==> src/lngp_pkg.sv <==
// Constants for the luma noise-reduction and gamma stage.
// Assumes an 8-bit register port driven by a serial host bridge.
package lngp_pkg;
    // ------------------------------------------------------------
    // Register map
    // ------------------------------------------------------------
    localparam logic [7:0] ADDR_GAMMA_BASE = 8'h26;
    localparam logic [7:0] ADDR_GAMMA_LAST = 8'h32;
    localparam logic [7:0] ADDR_BRIGHT = 8'h34;
    localparam logic [7:0] ADDR_OCLK = 8'h35;
    localparam logic [7:0] ADDR_NR2 = 8'h25;
    localparam logic [7:0] ADDR_CTRL = 8'h36;
    localparam int GAMMA_REGS = 14;
    localparam int CURVE_PTS = 7;
    // ------------------------------------------------------------
    // Fields
    // ------------------------------------------------------------
    localparam int NR_SEL_LSB = 0;
    localparam int NR_MODE_BIT = 3;
    localparam int NR_OFS_LSB = 4;
    localparam int OCLK_EN_BIT = 1;
    localparam int CTRL_PLL_DIS_BIT = 0;
    localparam int CTRL_OVS_BIT = 1;
    localparam int CTRL_CURVE_B_BIT = 2;
    localparam int CTRL_THRESH_LSB = 0;
    // ------------------------------------------------------------
    // Reset values and fixed curve points
    // ------------------------------------------------------------
    localparam logic [7:0] NR2_RESET = 8'h00;
    localparam logic [7:0] OCLK_RESET = 8'h70;
    localparam logic [7:0] CTRL_RESET = 8'h00;
    localparam logic [7:0] THRESH_RESET = 8'h08;
    localparam logic [7:0] GAIN_RESET = 8'h04;
    localparam logic [7:0] PT_LO = 8'h10;
    localparam logic [7:0] PT_HI = 8'hf0;
    localparam logic [7:0] PT_MAX = 8'hff;
    localparam int SEG_SHIFT = 5;
    localparam int FLT_TAPS = 8;
endpackage

==> src/lngp_skid.sv <==
// Two-entry buffer for the luma output path.
// Assumes one clock domain and synchronous active-low reset.
module lngp_skid #(
    parameter int WIDTH = 8
) (
    // Clock and reset
    input wire logic clock,
    input wire logic reset_n,
    // Fill side
    input wire logic inValid,
    input wire logic [WIDTH-1:0] inData,
    output logic inReady,
    // Drain side
    output logic outValid,
    output logic [WIDTH-1:0] outData,
    input wire logic outReady
);
    logic [WIDTH-1:0] mem_ff [2];
    logic rdPtr_ff, wrPtr_ff;
    logic [1:0] count_ff;
    wire doWrite = inValid && inReady;
    wire doRead = outValid && outReady;

    if (WIDTH < 1) begin : g_bad_width
        $error("lngp_skid width");
    end

    assign inReady = (count_ff != 2'd2);
    assign outValid = (count_ff != 2'd0);
    assign outData = mem_ff[rdPtr_ff];

    always_ff @(posedge clock) begin
        if (!reset_n) begin
            rdPtr_ff <= 1'b0;
            wrPtr_ff <= 1'b0;
            count_ff <= 2'd0;
        end else begin
            if (doWrite) wrPtr_ff <= ~wrPtr_ff;
            if (doRead) rdPtr_ff <= ~rdPtr_ff;
            count_ff <= count_ff + 2'(doWrite) - 2'(doRead);
        end
    end

    always_ff @(posedge clock) begin
        if (doWrite) mem_ff[wrPtr_ff] <= inData;
    end
endmodule

==> src/lngp_gamma.sv <==
// Piecewise-linear gamma curve on luma.
// Assumes point registers are held stable by the register block.
module lngp_gamma (
    // Clock and reset
    input wire logic clock,
    input wire logic reset_n,
    // Curve points
    input wire logic [7:0] points [7],
    // Sample
    input wire logic [7:0] lumaIn,
    output logic [7:0] lumaOut
);
    logic [7:0] nxt_lumaOut;
    logic [7:0] lumaOut_ff;
    logic [7:0] knotX [11];
    logic [7:0] knotY [11];
    logic [7:0] x0, x1, y0, y1;
    logic signed [17:0] slope;
    logic signed [17:0] interp;

    // Knots: 0,16,32..224,240,255
    always_comb begin
        knotX[0] = 8'h00;
        knotY[0] = 8'h00;
        knotX[1] = lngp_pkg::PT_LO;
        knotY[1] = lngp_pkg::PT_LO;
        for (int i = 0; i < lngp_pkg::CURVE_PTS; i++) begin
            knotX[i+2] = 8'((i + 1) << lngp_pkg::SEG_SHIFT);
            knotY[i+2] = points[i];
        end
        knotX[9] = lngp_pkg::PT_HI;
        knotY[9] = lngp_pkg::PT_HI;
        knotX[10] = lngp_pkg::PT_MAX;
        knotY[10] = lngp_pkg::PT_MAX;
    end

    // Segment search then linear blend
    always_comb begin
        x0 = knotX[0];
        x1 = knotX[1];
        y0 = knotY[0];
        y1 = knotY[1];
        for (int k = 0; k < 10; k++) begin
            if (lumaIn >= knotX[k]) begin
                x0 = knotX[k];
                x1 = knotX[k+1];
                y0 = knotY[k];
                y1 = knotY[k+1];
            end
        end
        slope = (18'(signed'({1'b0, y1})) - 18'(signed'({1'b0, y0})))
            * 18'(signed'({1'b0, lumaIn - x0}));
        interp = 18'(signed'({1'b0, y0}))
            + 18'(slope / 18'(signed'({1'b0, x1 - x0})));
        // Clamp keeps odd curves from wrapping
        if (interp < 0) nxt_lumaOut = 8'h00;
        else if (interp > 18'sd255) nxt_lumaOut = 8'hff;
        else nxt_lumaOut = interp[7:0];
    end

    always_ff @(posedge clock) begin
        if (!reset_n) lumaOut_ff <= 8'h00;
        else lumaOut_ff <= nxt_lumaOut;
    end
    assign lumaOut = lumaOut_ff;
endmodule

==> src/lngp_top.sv <==
// Luma noise-reduction, gamma and brightness detect stage.
// Assumes registers come over a simple 8-bit port from a host bridge.
module lngp_top (
    // Clock and reset
    input wire logic clock,
    input wire logic reset_n,
    // Register port
    input wire logic regWrite,
    input wire logic regRead,
    input wire logic [7:0] regAddr,
    input wire logic [7:0] regWdata,
    output logic [7:0] regRdata,
    // Luma in
    input wire logic lumaValid,
    input wire logic [7:0] lumaIn,
    input wire logic [9:0] chromaIn,
    input wire logic activeVideo,
    input wire logic vsync_n,
    output logic lumaReady,
    // Luma out
    output logic outValid,
    output logic [7:0] outLuma,
    output logic [9:0] outChroma,
    input wire logic outReady,
    // Clock output
    input wire logic pllClock,
    output logic clockOutputPin
);
    // ------------------------------------------------------------
    // Registers
    // ------------------------------------------------------------
    logic [7:0] gamma_ff [lngp_pkg::GAMMA_REGS];
    logic [7:0] nr2_ff, oclk_ff, ctrl_ff, thresh_ff, gain_ff;
    logic [7:0] bright_ff;
    logic [31:0] sum_ff;
    logic [23:0] cnt_ff;
    logic vsyncD_ff;
    logic [3:0] pixCnt_ff;
    logic [7:0] hist_ff [lngp_pkg::FLT_TAPS];
    logic [7:0] nrLuma_ff;
    logic nrValid_ff;
    logic [9:0] chroma_ff;
    logic [9:0] chromaD_ff;
    logic gValid_ff;

    wire [7:0] offA = regAddr - lngp_pkg::ADDR_GAMMA_BASE;
    wire hitGamma = (regAddr >= lngp_pkg::ADDR_GAMMA_BASE) &&
        (regAddr <= lngp_pkg::ADDR_GAMMA_LAST);
    wire [2:0] filtSel = nr2_ff[lngp_pkg::NR_SEL_LSB +: 3];
    wire sharpMode = nr2_ff[lngp_pkg::NR_MODE_BIT];
    wire [3:0] blkOfs = nr2_ff[lngp_pkg::NR_OFS_LSB +: 4];
    wire curveB = ctrl_ff[lngp_pkg::CTRL_CURVE_B_BIT];
    wire vsFall = vsyncD_ff && !vsync_n;

    // Gamma bank: 0..6 curve A, 7..13 curve B
    always_ff @(posedge clock) begin
        if (!reset_n) begin
            for (int i = 0; i < lngp_pkg::GAMMA_REGS; i++)
                gamma_ff[i] <= 8'(32 * ((i % 7) + 1));
        end else if (regWrite && hitGamma) begin
            gamma_ff[offA[3:0]] <= regWdata;
        end
    end

    // Brightness register is read only
    always_ff @(posedge clock) begin
        if (!reset_n) begin
            nr2_ff <= lngp_pkg::NR2_RESET;
            oclk_ff <= lngp_pkg::OCLK_RESET;
            ctrl_ff <= lngp_pkg::CTRL_RESET;
            thresh_ff <= lngp_pkg::THRESH_RESET;
            gain_ff <= lngp_pkg::GAIN_RESET;
        end else if (regWrite) begin
            case (regAddr)
                lngp_pkg::ADDR_NR2: nr2_ff <= regWdata;
                lngp_pkg::ADDR_OCLK: oclk_ff <= regWdata;
                lngp_pkg::ADDR_CTRL: ctrl_ff <= regWdata;
                lngp_pkg::ADDR_CTRL + 8'h01: thresh_ff <= regWdata;
                lngp_pkg::ADDR_CTRL + 8'h02: gain_ff <= regWdata;
                default: ;
            endcase
        end
    end

    always_comb begin
        regRdata = 8'h00;
        if (regRead) begin
            if (hitGamma) regRdata = gamma_ff[offA[3:0]];
            case (regAddr)
                lngp_pkg::ADDR_NR2: regRdata = nr2_ff;
                lngp_pkg::ADDR_BRIGHT: regRdata = bright_ff;
                lngp_pkg::ADDR_OCLK: regRdata = oclk_ff;
                lngp_pkg::ADDR_CTRL: regRdata = ctrl_ff;
                lngp_pkg::ADDR_CTRL + 8'h01: regRdata = thresh_ff;
                lngp_pkg::ADDR_CTRL + 8'h02: regRdata = gain_ff;
                default: ;
            endcase
        end
    end

    // ------------------------------------------------------------
    // Noise reduction
    // ------------------------------------------------------------
    // Band split: high pass of growing width per selector value
    function automatic logic signed [9:0] hp(input logic [7:0] cur,
            input logic [7:0] past);
        hp = 10'(signed'({2'b00, cur})) - 10'(signed'({2'b00, past}));
    endfunction

    wire accept = lumaValid && lumaReady;
    wire [2:0] tap = (filtSel == 3'd0) ? 3'd0 : filtSel - 3'd1;
    wire signed [9:0] band = (filtSel == 3'd0) ? 10'sd0 :
        hp(lumaIn, hist_ff[tap]);
    wire [9:0] bandAbs = band[9] ? 10'(-band) : band;
    // Block offset shifts border position
    wire border = (4'(pixCnt_ff + blkOfs) == 4'd0);
    wire [3:0] gainUse = border ? gain_ff[3:0] : gain_ff[7:4];
    wire signed [13:0] scaled = 14'(band) * 14'(signed'({1'b0, gainUse}));
    wire signed [13:0] frac3 = scaled >>> 3;
    wire signed [13:0] frac4 = scaled >>> 4;
    wire below = bandAbs < {2'b00, thresh_ff};
    wire signed [13:0] base = 14'(signed'({6'h00, lumaIn}));
    logic signed [13:0] nrSum;
    always_comb begin
        nrSum = base;
        if (!sharpMode && below) nrSum = base - frac3;
        else if (sharpMode && !below) nrSum = base + frac4;
    end
    wire [7:0] nrClamp = nrSum < 0 ? 8'h00 :
        (nrSum > 14'sd255 ? 8'hff : nrSum[7:0]);

    always_ff @(posedge clock) begin
        if (!reset_n) begin
            for (int i = 0; i < lngp_pkg::FLT_TAPS; i++) hist_ff[i] <= 8'h00;
            pixCnt_ff <= 4'h0;
            nrLuma_ff <= 8'h00;
            nrValid_ff <= 1'b0;
            chroma_ff <= 10'h000;
        end else begin
            nrValid_ff <= accept;
            if (accept) begin
                hist_ff[0] <= lumaIn;
                for (int i = 1; i < lngp_pkg::FLT_TAPS; i++)
                    hist_ff[i] <= hist_ff[i-1];
                pixCnt_ff <= activeVideo ? pixCnt_ff + 4'h1 : 4'h0;
                nrLuma_ff <= nrClamp;
                chroma_ff <= chromaIn;
            end
        end
    end

    // ------------------------------------------------------------
    // Gamma and output buffer
    // ------------------------------------------------------------
    logic [7:0] curve [7];
    logic [7:0] gOut;
    logic bufReady;
    always_comb begin
        for (int i = 0; i < lngp_pkg::CURVE_PTS; i++)
            curve[i] = gamma_ff[curveB ? i + 7 : i];
    end
    lngp_gamma u_gamma (
        .clock(clock),
        .reset_n(reset_n),
        .points(curve),
        .lumaIn(nrLuma_ff),
        .lumaOut(gOut)
    );
    // Words in flight plus buffered never exceed the buffer depth,
    // so a stalled sink cannot strand a word in the gamma stage
    logic [1:0] occ_ff;
    wire drainOut = outValid && outReady;
    always_ff @(posedge clock) begin
        if (!reset_n) occ_ff <= 2'd0;
        else occ_ff <= occ_ff + 2'(accept) - 2'(drainOut);
    end
    assign lumaReady = bufReady && (occ_ff != 2'd2);
    always_ff @(posedge clock) begin
        if (!reset_n) begin
            gValid_ff <= 1'b0;
            chromaD_ff <= 10'h000;
        end else begin
            gValid_ff <= nrValid_ff;
            chromaD_ff <= chroma_ff; // Chroma bypasses gamma
        end
    end
    lngp_skid #(.WIDTH(18)) u_buf (
        .clock(clock),
        .reset_n(reset_n),
        .inValid(gValid_ff),
        .inData({chromaD_ff, gOut}),
        .inReady(bufReady),
        .outValid(outValid),
        .outData({outChroma, outLuma}),
        .outReady(outReady)
    );

    // ------------------------------------------------------------
    // Brightness detect
    // ------------------------------------------------------------
    always_ff @(posedge clock) begin
        if (!reset_n) begin
            vsyncD_ff <= 1'b1;
            sum_ff <= 32'h0;
            cnt_ff <= 24'h0;
            bright_ff <= 8'h00;
        end else begin
            vsyncD_ff <= vsync_n;
            if (vsFall) begin
                bright_ff <= (cnt_ff == 24'h0) ? 8'h00 :
                    8'(sum_ff / {8'h00, cnt_ff});
                sum_ff <= 32'h0;
                cnt_ff <= 24'h0;
            end else if (accept && activeVideo) begin
                sum_ff <= sum_ff + {24'h0, lumaIn};
                cnt_ff <= cnt_ff + 24'h1;
            end
        end
    end

    // ------------------------------------------------------------
    // Clock output gate
    // ------------------------------------------------------------
    // Gate level is registered; pin is combinational with pll clock
    logic clkGate_ff;
    always_ff @(posedge clock) begin
        if (!reset_n) clkGate_ff <= 1'b0;
        else clkGate_ff <= oclk_ff[lngp_pkg::OCLK_EN_BIT] &&
            !ctrl_ff[lngp_pkg::CTRL_PLL_DIS_BIT] &&
            ctrl_ff[lngp_pkg::CTRL_OVS_BIT];
    end
    assign clockOutputPin = pllClock & clkGate_ff;
endmodule

==> config.mk <==
export PLATFORM = sky130hd
export DESIGN_NAME = lngp_top
export DESIGN_NICKNAME = d
export VERILOG_FILES = /design/src/lngp_pkg.sv /design/src/lngp_skid.sv /design/src/lngp_gamma.sv /design/src/lngp_top.sv
export SDC_FILE = /design/constraint.sdc
export NUM_CORES = 2
export LEC_CHECK = 0
export BUFFER_PORTS_ARGS = -buffer_cell sky130_fd_sc_hd__buf_2
export CORE_MARGIN = 4
export CORE_UTILIZATION = 50
export CTS_BUF_LIST = sky130_fd_sc_hd__clkbuf_4
export CTS_CLUSTER_DIAMETER = 50
export DETAILED_ROUTE_END_ITERATION = 10
export HOLD_SLACK_MARGIN = 0.1
export PLACE_DENSITY = 0.76
export RECOVER_POWER = 25
export SYNTH_ARGS = -nofsm -noshare
export SYNTH_HDL_FRONTEND = slang
export SYNTH_SLANG_ARGS = --single-unit
==> constraint.sdc <==
create_clock -name clock -period 144.6 [get_ports clock]
set_input_delay 21.69 -clock clock [delete_from_list [all_inputs] [get_ports clock]]
set_output_delay 21.69 -clock clock [all_outputs]
set_load 0.01 [all_outputs]
==> impl_metrics.ini <==
[outcome]
status = finished with violations
violations = capacitance limit, slew limit

[cells_and_area]
final_cells = 8259
area_delta_synth_final_pct = 5.725
fillerInstances = 10055
num-nets-final = 7578
drive_gt1_frac = 0.1075
utilization = 0.5348

[floorplan]
rows = 121
die_area_um2 = 116000
ios = 72
core_um2 = 109300
die_w_um = 340.5
start_util = 0.5058
die_y_um = 340.5

[clock_network]
clk_latency_ps = 1000
numClockSinks = 383
ctsResizeCount = 0
clk_pin_slew_worst_paths_ps = 70
postCtsSetupBuffers = 0
cts_buffers = 97
ctsHoldBuffers = 0
htree_levels = 3
clk_path_buf_depth = 3
cts_tree = built
ctsRootBufferMaster = clkbuf_4

[placement]
place_congestion = 0.9629
hpwl_um = 126300
portBuffers = 71
place_inst = 8074

[global_route]
grt_pass1_vias = 48644
grt_max_degree = 80
grt.overflow.total = 0
grt_pass1_wl_um = 257800
track_usage = 0.2697
antenna_found_initial = 7

[synthesis]
synth-async-reset-ratio = 0
synth_cells = 6693
synth_ff_type = edfxtp_1
syn_area_per_cell_um2 = 8.261
synth_top_area_frac = 0.1697
netlist_area_um2 = 55290
synth_common_cells = ha_1 (750), nor2_1 (680), nor3_1 (458)
yosysTopAreaCell = ha_1
ys.warnings.count = 0
synth_cell_types = 117
synth_nets = 7574
synth_edf_count = 228
synth-seq-area-share = 0.1799
synth_area_leaders = ha_1 (17%), edfxtp_1 (12%), o21a_1 (6.0%), dfxtp_1 (5.6%), mux2_2 (5.4%)
yosysMostFrequentCell = ha_1
ys_ff_latch = 383

[detailed_routing]
dr.pass1.iters = 6
route.detailed.vias_per_inst = 6.208
wl_per_cell_um = 19.57
routed_wirelength_um = 161600
drc = 0
antenna_left = 0
drtIter0Drc = 4883
dr_total_vias = 51268

[timing]
rsz0062_at_grt = no
final.setup_skew_ps = 104.0
slew_viol_final = 139
clock.fmax_ghz = 0.008952
finalHoldViolations = 0
whs_ps = 381.7
max-slew-margin-rel = -1.128
finalSetupTns_ps = 0
layout_min_cycle_time_ps = 111700
tightestPinTransition_ps = 3192
finalSetupViolations = 0
fin_crit_sh = 0.7725

[critical_path]
crit_path_end_kind = flip-flop
crit_fanout = 36
critPathKind = reg -> reg
cpMaxStageDelayCell = a21oi_1
critPathArrivalTime_ps = 112530
cpPeakStageDelay_ps = 760
worstSetupStartpointType = flip-flop
path_common_cell = o21a_1
critical_path_required_ps = 145430

[min_path]
min_path_type = reg -> reg

[job]
maxCapViolCount = 3
==> area by class of cell <==
class                      instances  area, um2  area share
clock buffer                     145       1089     0.01862
multi-input combinational       5731      43190      0.7388
clock inverter                    32      186.4    0.003189
timing repair buffer             150      925.9     0.01584
sequential                       383       9951      0.1702
antenna                            8      20.02   0.0003425
tap                             1476       1847     0.03159
inverter                         334       1254     0.02145
==> cells by family after synthesis <==
group	count (synthesis)	share of synthesized area
adder cells (fa/ha/maj)	839	0.2018
buffers and inverters	579	0.03980
flip-flops	383	0.1799
AO/OA/AOI/OAI	1700	0.2135
XOR/XNOR	288	0.04589
AND/OR/NAND/NOR	2448	0.2176
multiplexers	456	0.1016
==> state kept, by name, summed over array words and instances, names as in the netlist, 2 cells and up, named ones only <==
signal	cells
gain_ff	8
ctrl_ff	8
oclk_ff	8
hist_ff	64
occ_ff	2
u_buf.count_ff	2
nrLuma_ff	8
nr2_ff	8
gamma_ff	128
u_gamma.lumaOut	8
pixCnt_ff	4
thresh_ff	8
bright_ff	8
chromaD_ff	10
cnt_ff	24
chroma_ff	10
sum_ff	32
u_buf.mem_ff	36
==> worst paths after layout <==
check | from | end | slack (ps) | depth (start not counted)
min reg2reg | chromaD_ff[8]$_SDFF_PN0_ | u_buf.mem_ff[0][16]$_DFFE_PP_ | 380 | 0
max reg2reg | cnt_ff[23]$_SDFFE_PP0P_ | bright_ff[0]$_SDFFE_PN0P_ | 32900 | 513
min | chromaD_ff[8]$_SDFF_PN0_ | u_buf.mem_ff[0][16]$_DFFE_PP_ | 380 | 0
max | cnt_ff[23]$_SDFFE_PP0P_ | bright_ff[0]$_SDFFE_PN0P_ | 32900 | 513
==> layer usage <==
| metal | vias up | track usage | wire length, um |
|---|---|---|---|
| li1 | 24779 | - | - |
| met1 | 24179 | 0.3916 | 74510 |
| met2 | 2018 | 0.4083 | 68200 |
| met3 | 290 | 0.04654 | 14320 |
| met4 | 2 | 0.08240 | 4603 |
| met5 | - | 0 | 13 |
==> critical path, delay by kind of cell (launching register included) <==
kind / cells / cell delay [ps]
compound gates: 399 / 83490
simple gates: 53 / 10400
fa+ha+maj: 31 / 9490
buf+inv: 17 / 4020
mux: 13 / 3680
flops: 1 / 350
==> per-stage QoR <==
step / cell area [um2] / setup slack, ps
2_1_floorplan: 55290 / 39870
3_3_place_gp: 57200 / 38010
3_5_place_dp: 57200 / 34590
4_1_cts: 58470 / 34270
5_1_grt: 58440 / 24100
6_report: 58460 / 32900
==> layout by cell type, fill, tap and decap left out, types with 145 or more instances in the layout <==
master      n
a21oi_1   274
and2_1    199
clkbuf_4  145
dfxtp_1   154
edfxtp_1  228
ha_1      750
inv_1     330
mux2_2    266
nand2_1   444
nor2_1    678
nor3_1    457
o21a_1    440
o21ai_0   264
xnor2_1   188
Power is not shown: default switching activity piles up to over one toggle a cycle in this logic, so the estimate is an artifact.
